`config.mk`:
```
export PLATFORM = sky130hd
export DESIGN_NAME = pmx_port0_pin_ctrl
export DESIGN_NICKNAME = d
export VERILOG_FILES = /design/src/include/pmx_pkg.sv /design/src/pmx_sync.sv /design/src/pmx_clkgen.sv /design/src/pmx_port0_pin_ctrl.sv
export SDC_FILE = /design/constraint.sdc
export NUM_CORES = 1
export LEC_CHECK = 0
export BUFFER_PORTS_ARGS = -buffer_cell sky130_fd_sc_hd__buf_4
export CAP_MARGIN = 20
export CORE_UTILIZATION = 45
export DETAILED_ROUTE_END_ITERATION = 6
export PLACE_DENSITY = 0.66
export SETUP_SLACK_MARGIN = 0.1
export SLEW_MARGIN = 10
export SYNTH_ARGS = -nofsm -noshare
export SYNTH_HDL_FRONTEND = slang
export SYNTH_SLANG_ARGS = --single-unit
```
`constraint.sdc`:
```
create_clock -name mclk -period 1.6 [get_ports mclk]
set_input_delay 0.24 -clock mclk [delete_from_list [all_inputs] [get_ports mclk]]
set_output_delay 0.24 -clock mclk [all_outputs]
set_load 0.01 [all_outputs]
```
`src/include/pmx_pkg.sv`:
```
`default_nettype none
package pmx_pkg;
  // ****************************************
  // port 0 interface modes
  // ****************************************
  typedef enum logic [1:0] {
    PMX_MII_MAC,
    PMX_MII_PHY,
    PMX_RMII_MAC,
    PMX_RMII_PHY
  } pmx_mode_e;

  // management role
  typedef enum logic {
    PMX_MGMT_SLAVE,
    PMX_MGMT_MASTER
  } pmx_mgmt_e;

  // ****************************************
  // register map, word addresses on the plain port
  // ****************************************
  localparam int          PMX_ADDR_W         = 4;
  localparam int          PMX_DATA_W         = 32;
  localparam logic [3:0]  PMX_REG_BASIC      = 4'h0;
  localparam logic [3:0]  PMX_REG_SPECIAL    = 4'h1;
  localparam logic [3:0]  PMX_REG_STATUS     = 4'h2;
  localparam logic [3:0]  PMX_REG_MGMT       = 4'h3;

  // basic control fields
  localparam int          PMX_BASIC_ISO_BIT  = 10;
  // special control fields
  localparam int          PMX_SPEC_DIR_BIT   = 0;
  localparam int          PMX_SPEC_STR_BIT   = 1;
  // management register fields
  localparam int          PMX_MGMT_OUT_BIT   = 0;
  localparam int          PMX_MGMT_OE_BIT    = 1;
  localparam int          PMX_MGMT_MDC_BIT   = 2;

  // reset values
  localparam logic [31:0] PMX_BASIC_RST      = 32'h0000_0000;
  localparam logic [31:0] PMX_SPECIAL_RST    = 32'h0000_0000;
  localparam logic [31:0] PMX_MGMT_RST       = 32'h0000_0000;

  // ****************************************
  // timing
  // ****************************************
  localparam int          PMX_MCLK_MHZ       = 200;
  localparam int          PMX_REFCLK_MHZ     = 50;
  // half period of the generated reference clock in mclk cycles
  localparam int          PMX_REF_HALF       = PMX_MCLK_MHZ / (2 * PMX_REFCLK_MHZ);
  localparam int          PMX_SYNC_STAGES    = 2;

  // pad control bundle for one pin
  typedef struct packed {
    logic outEnN;   // low while driving
    logic inBufEn;
    logic pullDnEn;
    logic strongDrv;
  } pmx_pad_s;
endpackage
`default_nettype wire

```
`src/pmx_sync.sv`:
```
`default_nettype none
module pmx_sync #(
  parameter int WIDTH = 1
) (
  // clock and reset
  input  wire logic             mclk,
  input  wire logic             resetn,
  input  wire logic             clkEn,
  // data
  input  wire logic [WIDTH-1:0] asyncIn,
  output var  logic [WIDTH-1:0] syncOut
);
  logic [WIDTH-1:0] meta_q;

  // ****************************************
  // two-flop synchroniser
  // ****************************************
  always_ff @(posedge mclk or negedge resetn) begin
    if (!resetn) begin
      meta_q  <= '0;
      syncOut <= '0;
    end else if (clkEn) begin
      meta_q  <= asyncIn;
      syncOut <= meta_q;
    end
  end
endmodule // pmx_sync
`default_nettype wire

```
`src/pmx_clkgen.sv`:
```
`default_nettype none
module pmx_clkgen #(
  parameter int HALF = 2
) (
  // clock and reset
  input  wire logic mclk,
  input  wire logic resetn,
  input  wire logic clkEn,
  // control
  input  wire logic run,
  output var  logic clkOut
);
  logic [7:0] cnt_q;

  // ****************************************
  // divider, holds low when not running
  // ****************************************
  always_ff @(posedge mclk or negedge resetn) begin
    if (!resetn) begin
      cnt_q  <= 8'h00;
      clkOut <= 1'b0;
    end else if (clkEn) begin
      if (!run) begin
        cnt_q  <= 8'h00;
        clkOut <= 1'b0;
      end else if (cnt_q == 8'(HALF - 1)) begin
        cnt_q  <= 8'h00;
        clkOut <= ~clkOut;
      end else begin
        cnt_q  <= cnt_q + 8'h01;
      end
    end
  end
endmodule // pmx_clkgen
`default_nettype wire

```
`src/pmx_port0_pin_ctrl.sv`:
```
`default_nettype none
module pmx_port0_pin_ctrl
  import pmx_pkg::*;
#(
  parameter int REF_HALF = PMX_REF_HALF
) (
  // clock and reset
  input  wire logic                    mclk,
  input  wire logic                    resetn,
  input  wire logic                    clkEn,
  // straps
  input  wire logic                    port0_mode_strap_bit0,
  input  wire logic                    modeStrapBit1,
  input  wire logic                    mgmtStrap,
  // register port
  input  wire logic [PMX_ADDR_W-1:0]   regAddr,
  input  wire logic [PMX_DATA_W-1:0]   regWdata,
  input  wire logic                    regWr,
  input  wire logic                    regRd,
  output var  logic [PMX_DATA_W-1:0]   regRdata,
  // reference clock pin
  input  wire logic                    refClkIn,
  output var  logic                    refClkOut,
  output var  pmx_pkg::pmx_pad_s       refClkPad,
  // collision and carrier sense pins
  input  wire logic                    colIn,
  output var  logic                    colOut,
  output var  logic                    colOeN,
  input  wire logic                    crsIn,
  output var  logic                    crsOut,
  output var  logic                    crsOeN,
  // internal collision and carrier events
  input  wire logic                    coreCol,
  input  wire logic                    coreCrs,
  output var  logic                    seenCol,
  output var  logic                    seenCrs,
  // management pins
  input  wire logic                    mdioIn,
  output var  logic                    mdioOut,
  output var  logic                    mdioOeN,
  input  wire logic                    mdcIn,
  output var  logic                    mdcOut,
  output var  logic                    mdcOeN,
  // slave side management to core
  input  wire logic                    slvMdioOut,
  input  wire logic                    slvMdioOe,
  output var  logic                    slvMdio,
  output var  logic                    slvMdcRise
);
  import pmx_pkg::*;

  // ****************************************
  // state
  // ****************************************
  pmx_mode_e              mode_q;
  pmx_mgmt_e              mgmt_q;
  logic                   strapDone_q;
  logic [PMX_DATA_W-1:0]  basic_q;
  logic [PMX_DATA_W-1:0]  special_q;
  logic [PMX_DATA_W-1:0]  mgmtReg_q;
  logic [PMX_DATA_W-1:0]  rdata_d;
  logic [2:0]             strapSync;
  logic [3:0]             pinSync;
  logic                   refSync;
  logic                   mdcSync_q;
  logic                   genClk;
  logic                   isRmii;
  logic                   isoBit;
  logic                   dirOut;
  logic                   phyMode;

  function automatic logic rmiiMode(input pmx_mode_e m);
    return (m == PMX_RMII_MAC) || (m == PMX_RMII_PHY);
  endfunction

  // ****************************************
  // pin synchronisers
  // ****************************************
  pmx_sync #(
    .WIDTH (3)
  ) u_strapSync (
    .mclk    (mclk),
    .resetn  (1'b1),    // keeps tracking through reset, settled at release
    .clkEn   (clkEn),
    .asyncIn ({mgmtStrap, modeStrapBit1, port0_mode_strap_bit0}),
    .syncOut (strapSync)
  );

  pmx_sync #(
    .WIDTH (4)
  ) u_pinSync (
    .mclk    (mclk),
    .resetn  (resetn),
    .clkEn   (clkEn),
    .asyncIn ({mdioIn, mdcIn, crsIn, colIn}),
    .syncOut (pinSync)
  );

  pmx_sync #(
    .WIDTH (1)
  ) u_refSync (
    .mclk    (mclk),
    .resetn  (resetn),
    .clkEn   (clkEn),
    .asyncIn (refClkIn),
    .syncOut (refSync)
  );

  // ****************************************
  // strap capture after reset release
  // ****************************************
  // mode from strap
  always_ff @(posedge mclk or negedge resetn) begin
    if (!resetn) begin
      mode_q      <= PMX_MII_MAC;
      mgmt_q      <= PMX_MGMT_SLAVE;
      strapDone_q <= 1'b0;
    end else if (clkEn && !strapDone_q) begin
      mode_q      <= pmx_mode_e'(strapSync[1:0]);
      mgmt_q      <= pmx_mgmt_e'(strapSync[2]);
      strapDone_q <= 1'b1;
    end
  end

  // ****************************************
  // register writes
  // ****************************************
  always_ff @(posedge mclk or negedge resetn) begin
    if (!resetn) begin
      basic_q   <= PMX_BASIC_RST;
      special_q <= PMX_SPECIAL_RST;
      mgmtReg_q <= PMX_MGMT_RST;
    end else if (clkEn && regWr) begin
      if (regAddr == PMX_REG_BASIC) begin
        basic_q <= regWdata;
      end else if (regAddr == PMX_REG_SPECIAL) begin
        special_q <= regWdata;
      end else if (regAddr == PMX_REG_MGMT) begin
        mgmtReg_q <= regWdata;
      end
    end
  end

  // read mux, unmapped reads zero
  always_comb begin
    rdata_d = '0;
    if (regAddr == PMX_REG_BASIC) begin
      rdata_d = basic_q;
    end else if (regAddr == PMX_REG_SPECIAL) begin
      rdata_d = special_q;
    end else if (regAddr == PMX_REG_STATUS) begin
      rdata_d = {24'h000000, strapDone_q, mgmt_q, mode_q, seenCrs, seenCol, 2'b00};
    end else if (regAddr == PMX_REG_MGMT) begin
      rdata_d = mgmtReg_q;
    end
  end

  // read data the cycle after the strobe only
  always_ff @(posedge mclk or negedge resetn) begin
    if (!resetn) begin
      regRdata <= '0;
    end else if (clkEn) begin
      regRdata <= regRd ? rdata_d : '0;
    end
  end

  // ****************************************
  // reference clock pad
  // ****************************************
  assign isRmii  = rmiiMode(mode_q);
  assign isoBit  = basic_q[PMX_BASIC_ISO_BIT];
  assign dirOut  = special_q[PMX_SPEC_DIR_BIT];
  assign phyMode = (mode_q == PMX_MII_PHY);

  pmx_clkgen #(
    .HALF (REF_HALF)
  ) u_refGen (
    .mclk   (mclk),
    .resetn (resetn),
    .clkEn  (clkEn),
    .run    (isRmii && dirOut),
    .clkOut (genClk)
  );

  // pad control registered from mode and control bits
  always_ff @(posedge mclk or negedge resetn) begin
    if (!resetn) begin
      refClkPad <= '{outEnN: 1'b1, inBufEn: 1'b0, pullDnEn: 1'b1, strongDrv: 1'b0};
      refClkOut <= 1'b0;
    end else if (clkEn) begin
      refClkOut           <= genClk;
      refClkPad.strongDrv <= special_q[PMX_SPEC_STR_BIT];
      if (mode_q == PMX_RMII_PHY && isoBit) begin
        refClkPad.outEnN   <= 1'b1;
        refClkPad.inBufEn  <= 1'b0;
        refClkPad.pullDnEn <= 1'b0;
      end else if (isRmii && dirOut) begin
        refClkPad.outEnN   <= 1'b0;
        refClkPad.inBufEn  <= 1'b0;
        refClkPad.pullDnEn <= 1'b0;
      end else begin
        refClkPad.outEnN   <= 1'b1;
        refClkPad.inBufEn  <= isRmii;
        refClkPad.pullDnEn <= 1'b1;
      end
    end
  end

  // ****************************************
  // collision and carrier sense
  // ****************************************
  // collision and carrier out in mii phy mode, isolate off
  always_ff @(posedge mclk or negedge resetn) begin
    if (!resetn) begin
      colOut <= 1'b0;
      crsOut <= 1'b0;
      colOeN <= 1'b1;
      crsOeN <= 1'b1;
    end else if (clkEn) begin
      colOut <= phyMode && coreCol;
      crsOut <= phyMode && coreCrs;
      colOeN <= !(phyMode && !isoBit);
      crsOeN <= !(phyMode && !isoBit);
    end
  end

  always_ff @(posedge mclk or negedge resetn) begin
    if (!resetn) begin
      seenCol <= 1'b0;
      seenCrs <= 1'b0;
    end else if (clkEn) begin
      seenCol <= (mode_q == PMX_MII_MAC) && pinSync[0];
      seenCrs <= (mode_q == PMX_MII_MAC) && pinSync[1];
    end
  end

  // ****************************************
  // management pins
  // ****************************************
  // data line, driven from the register in master, from the slave core otherwise
  always_ff @(posedge mclk or negedge resetn) begin
    if (!resetn) begin
      mdioOut <= 1'b1;
      mdioOeN <= 1'b1;
      slvMdio <= 1'b1;
    end else if (clkEn) begin
      slvMdio <= pinSync[3];
      if (mgmt_q == PMX_MGMT_MASTER) begin
        mdioOut <= mgmtReg_q[PMX_MGMT_OUT_BIT];
        mdioOeN <= !mgmtReg_q[PMX_MGMT_OE_BIT];
      end else begin
        mdioOut <= slvMdioOut;
        mdioOeN <= !slvMdioOe;
      end
    end
  end

  always_ff @(posedge mclk or negedge resetn) begin
    if (!resetn) begin
      mdcOut     <= 1'b0;
      mdcOeN     <= 1'b1;
      mdcSync_q  <= 1'b0;
      slvMdcRise <= 1'b0;
    end else if (clkEn) begin
      mdcSync_q  <= pinSync[2];
      slvMdcRise <= (mgmt_q == PMX_MGMT_SLAVE) && pinSync[2] && !mdcSync_q;
      mdcOut     <= (mgmt_q == PMX_MGMT_MASTER) && mgmtReg_q[PMX_MGMT_MDC_BIT];
      mdcOeN     <= (mgmt_q != PMX_MGMT_MASTER);
    end
  end
endmodule // pmx_port0_pin_ctrl
`default_nettype wire

```
## Word level (Yosys, flattened, before mapping)

Cells that the tools add are included.

- Input bits: 53
- Register bits: 172

- Bitwise gates (word level): 4
- Reduce and logical (&&, ||, !) cells: 25
- Equal/unequal tests: 8
- Add/subtract/negate cells: 1
- Multiplexer cells: 13

Operators by type and width:

| operator | count |
|---|---|
| 32-bit two-way mux | 5 |
| 8-bit two-way mux | 2 |
| 1-bit logical AND | 12 |
| 8-bit by 1-bit adder with 8-bit output (second input constant) | 1 |
| 4-bit by 2-bit equality test with 1-bit output (second input constant) | 2 |
| 8-bit by 1-bit equality test with 1-bit output (second input constant) | 1 |
| 1-bit logical NOT | 6 |
| 3-bit two-way mux | 2 |
| 2-bit equality test (second input constant) | 2 |
| 4-bit by 1-bit equality test with 1-bit output (second input constant) | 1 |
| 4-bit logical NOT | 1 |
| 1-bit two-way mux | 4 |
| 1-bit inverter | 4 |
| 2-bit AND reduction | 2 |
| 4-bit AND reduction | 1 |
| 3-bit AND reduction | 1 |
| 2-bit by 1-bit equality test with 1-bit output (second input constant) | 1 |
| 2-bit logical NOT | 1 |
| 2-bit inequality test (second input constant) | 1 |
| 1-bit logical OR | 1 |

## Depth between registers and ports, before layout

- Depth after elaboration: 6
- Mapped depth: 6
- Mapped depth without buffers: 5

## Hierarchy

From an unflattened synthesis, not the netlist that was laid out.

- Cells, all modules: 558
- Area total of the unflattened synthesis: 7558.5 um^2

By module, submodules not included:

| module | instances | seq. area each (um^2) | cells each | area an instance (um^2) |
|---|---|---|---|---|
| pmx_port0_pin_ctrl | 1 | 3737.3 | 477 | 6465.0 |
| pmx_clkgen | 1 | 225.2 | 51 | 510.5 |
| pmx_sync at u_pinSync | 1 | 200.2 | 17 | 331.6 |
| pmx_sync at u_strapSync | 1 | 150.1 | 13 | 251.5 |

## Worst setup path before layout

OpenSTA, ideal clock, no wires.

- Path kind: register to register
- Start: register u_refGen.cnt_q[1]
- End: register u_refGen.clkOut
- Path buffers: 0
- Library setup time: 0.087 ns
- Required time: 1.513 ns
- Slack: -0.107 ns
- Stages on the path, launching flop included: 6
- Data arrival time: 1.620 ns
- Clock period less this slack: 1.707 ns
- Cell sequence: dfrtp_1 inv_1 ha_1 or4b_1 or4_1 o211ai_1

- Word-level cells in the longest chain between the ends: 3

RTL lines:

| what | line | source |
|---|---|---|
| from (decl) | pmx_clkgen.sv:13 | `logic [7:0] cnt_q;` |
| from (signal assigned) | pmx_clkgen.sv:30 | `cnt_q <= cnt_q + 8'h01;` |
| 8-bit by 1-bit equality test with 1-bit output | pmx_clkgen.sv:26 | `end else if (cnt_q == 8'(HALF - 1)) begin` |
| 2-bit inequality test (no line) | - |  |
| 2-bit AND reduction (no line) | - |  |
| to (signal assigned) | pmx_clkgen.sv:28 | `clkOut <= ~clkOut;` |
| to (decl) | pmx_clkgen.sv:11 | `output var logic clkOut` |

Every way passes these cells.
A chain may end at the register's enable or synchronous reset.

## Worst setup path in the final report

Ends and elaborated chain as after synthesis.

==> results.json <==
{
  "first_iter_violations": 253,
  "grt_max_degree": 42,
  "synth_flop_cell": "dfrtp_1",
  "clock-sinks": 172,
  "nets": 746,
  "ys_seq_elements": 172,
  "leakagePower_nw": 4.298,
  "dp.cells": 883,
  "initial_core_util": 0.4627,
  "io_pins": 102,
  "fin_crit_ns": 1.679,
  "synth_seq_area_share": 0.5887,
  "synth_edf_count": 6,
  "synth_most_common_cell": "dfrtp_1",
  "crit_path_end_kind": "register",
  "clockBufferDepth": 2,
  "grt_pass1_wl_um": 27100,
  "vias": 4991,
  "cts-buffers-inserted": 17,
  "wl_um": 17240,
  "relSlewSlack": 0.7095,
  "htreeDepth": 4,
  "first_global_vias": 5151,
  "hold_path.class": "input port to register",
  "critPathSlowestCell": "or4b_4",
  "path_class": "register to register",
  "antenna_left": 0,
  "rsz0062_at_grt": "true",
  "netlist_area_mm2": 0.007377,
  "cp.arrival_ns": 2.02,
  "violations": "negative setup slack",
  "whs_ns": 0.03080,
  "die_w_um": 130.0,
  "vias_per_cell": 5.425,
  "cap_violations": 0,
  "numPortBuffers": 100,
  "core_mm2": 0.01594,
  "syn_inst": 571,
  "tns_ns": -0.07859,
  "worstSkewPairLatency_ns": 0.43,
  "power_density_mw_per_mm2": 1133,
  "worst_pin_slew_ns": 0.4358,
  "dpl.hpwl_um": 11040,
  "antenna_found_initial": 0,
  "cp_max_fo": 2,
  "die_area_mm2": 0.01691,
  "synth.area.top_cells": "dfrtp_1 (54%), mux2_1 (16%), o32ai_1 (3.3%)",
  "syn_area_per_cell_um2": 12.92,
  "status": "finished, violations left",
  "async_flop_share": 0.9651,
  "setup-violations-final": 1,
  "slowest_delay_ns": 0.49,
  "cts_root_buf": "clkbuf_16",
  "synth_area_leader_cell": "dfrtp_1",
  "synth_top_cells_by_count": "dfrtp_1 (159), mux2_1 (103), nor2_1 (36)",
  "finalCritPeriodShare": 1.049,
  "syn-num-nets": 626,
  "synthToLayoutAreaGrowth_pct": 25.97,
  "wl_per_cell_um": 18.74,
  "cts_tree": "built",
  "drive_gt1_frac": 0.3026,
  "antenna_cells": 0,
  "drt_drc_violations_left": 0,
  "crit_path_start_kind": "register",
  "synth_cell_types": 49,
  "place.gp.congestion": 0.7804,
  "drv_slew": 0,
  "vdd_drop_max_mv": 0.9126,
  "dp_slack_ns": -0.1605,
  "grt_use_total": 0.2153,
  "drt_first_pass_iters": 4,
  "hold_viol": 0,
  "cp.required_ns": 1.94,
  "final_core_util": 0.5829,
  "row_count": 46,
  "gr-total-overflow": 0,
  "yosysTopAreaCellShare": 0.5393,
  "max_freq_mhz": 595.7,
  "die_h_um": 130.0,
  "path_clk_slew_ns": 0.07,
  "worst_slack_ns": -0.07859,
  "skew_ns": 0.009613,
  "cp_cell_sequence": "inv_2, ha_4, or4b_4, or4_4, o211ai_1",
  "final_cells": 920,
  "yosys_warnings": 0
}
==> what timing repair did <==
item                       in CTS  in global routing
pin swaps                       0                  6
setup endpoints to repair       8                  8
cloned                          0                  0
hold endpoints to repair       35                  0
hold buffers                    4                  0
gates resized for setup         1                 14
setup buffers                   0                  1
==> cell type report <==
cell class | count | area [µm²]
Fill cell | 1257 | 6650
Multi-Input combinational cell | 325 | 2811
Sequential cell | 172 | 4343
Tap cell | 216 | 270.3
Clock buffer | 18 | 429.2
Clock inverter | 14 | 126.4
Timing Repair Buffer | 139 | 1177
Inverter | 36 | 135.1
==> sequential cells by signal (all words and copies together), names as in the netlist, 2 cells and up <==
signal	count
basic_q	32
mgmtReg_q	32
mode_q	2
refClkPad	4
regRdata	32
special_q	32
u_pinSync.meta_q	4
u_pinSync.syncOut	4
u_refGen.cnt_q	8
u_strapSync.meta_q	3
u_strapSync.syncOut	3
==> power breakdown <==
| part | internal, mW | switching [mW] |
|---|---|---|
| registers | 4.98 | 0.333 |
| clock network | 2.06 | 1.87 |
| logic | 0.723 | 0.574 |
==> through the flow <==
| stage | area, µm² | power (mW) |
|---|---|---|
| floorplan | 7446 | 6.036 |
| global placement | 8608 | 6.580 |
| detailed placement | 8608 | 6.671 |
| CTS | 9204 | 10.62 |
| global route | 9293 | 10.99 |
| finish | 9293 | 10.53 |
==> path summary, 6_finish.rpt <==
check	startpoint	endpoint	slack [ns]	cells past startpoint
setup / recovery	u_refGen.cnt_q[1]	u_refGen.clkOut	-0.08	5
hold / removal	colIn	u_pinSync.meta_q[0]	0.03	2
setup reg to reg	u_refGen.cnt_q[1]	u_refGen.clkOut	-0.08	5
hold reg to reg	u_strapSync.meta_q[1]	u_strapSync.syncOut[1]	0.42	0
max in group asynchronous	resetn	mdcOeN	0.69	3
min in group asynchronous	resetn	basic_q[24]	0.28	2
==> layer usage <==
layer  wire (µm)  part of all wire  global-route usage
met1        7686              0.45              0.2759
met2        8740              0.51              0.3586
met3         613             0.036             0.05576
met4         201             0.012             0.06566
met5           0                 0                   0
==> critical path, delay by kind of cell (launching register included) <==
family | cells | cell delay (ns)
AND/OR/NAND/NOR | 2 | 0.91
flip-flops | 1 | 0.39
adder cells (fa/ha/maj) | 1 | 0.11
AO/OA/AOI/OAI | 1 | 0.10
buffers and inverters | 1 | 0.08
==> kinds of logic (layout without fill, tap and decap cells) <==
group | Yosys count | after routing | synth area share
AO/OA/AOI/OAI | 96 | 96 | 0.09786
adder cells (fa/ha/maj) | 2 | 2 | 0.003392
buffers and inverters | 74 | 207 | 0.04834
flip-flops | 172 | 172 | 0.5887
multiplexers | 119 | 119 | 0.1810
AND/OR/NAND/NOR | 108 | 108 | 0.08073
==> layout by cell type, fill, tap and decap left out, drive strengths merged, types with 2 or more instances in the layout <==
cell	synthesis	routed
a211oi	2	2
a21o	2	2
a21oi	6	6
a22oi	29	29
buf	23	135
clkbuf	15	18
clkinv	0	2
clkinvlp	0	2
dfrtp	159	159
dfstp	7	7
dlygate4sd3	0	4
edfxtp	6	6
ha	2	2
inv	36	46
mux2	115	115
mux2i	4	4
nand2	11	11
nand2b	30	30
nand3	6	6
nand3b	2	2
nand4	2	2
nor2	37	37
nor2b	4	4
o21ai	14	14
o221ai	2	2
o22ai	2	2
o2bb2ai	7	7
o32ai	28	28
or3	4	4
or4	2	2
Note: power is estimated with default switching activity, not from simulation.
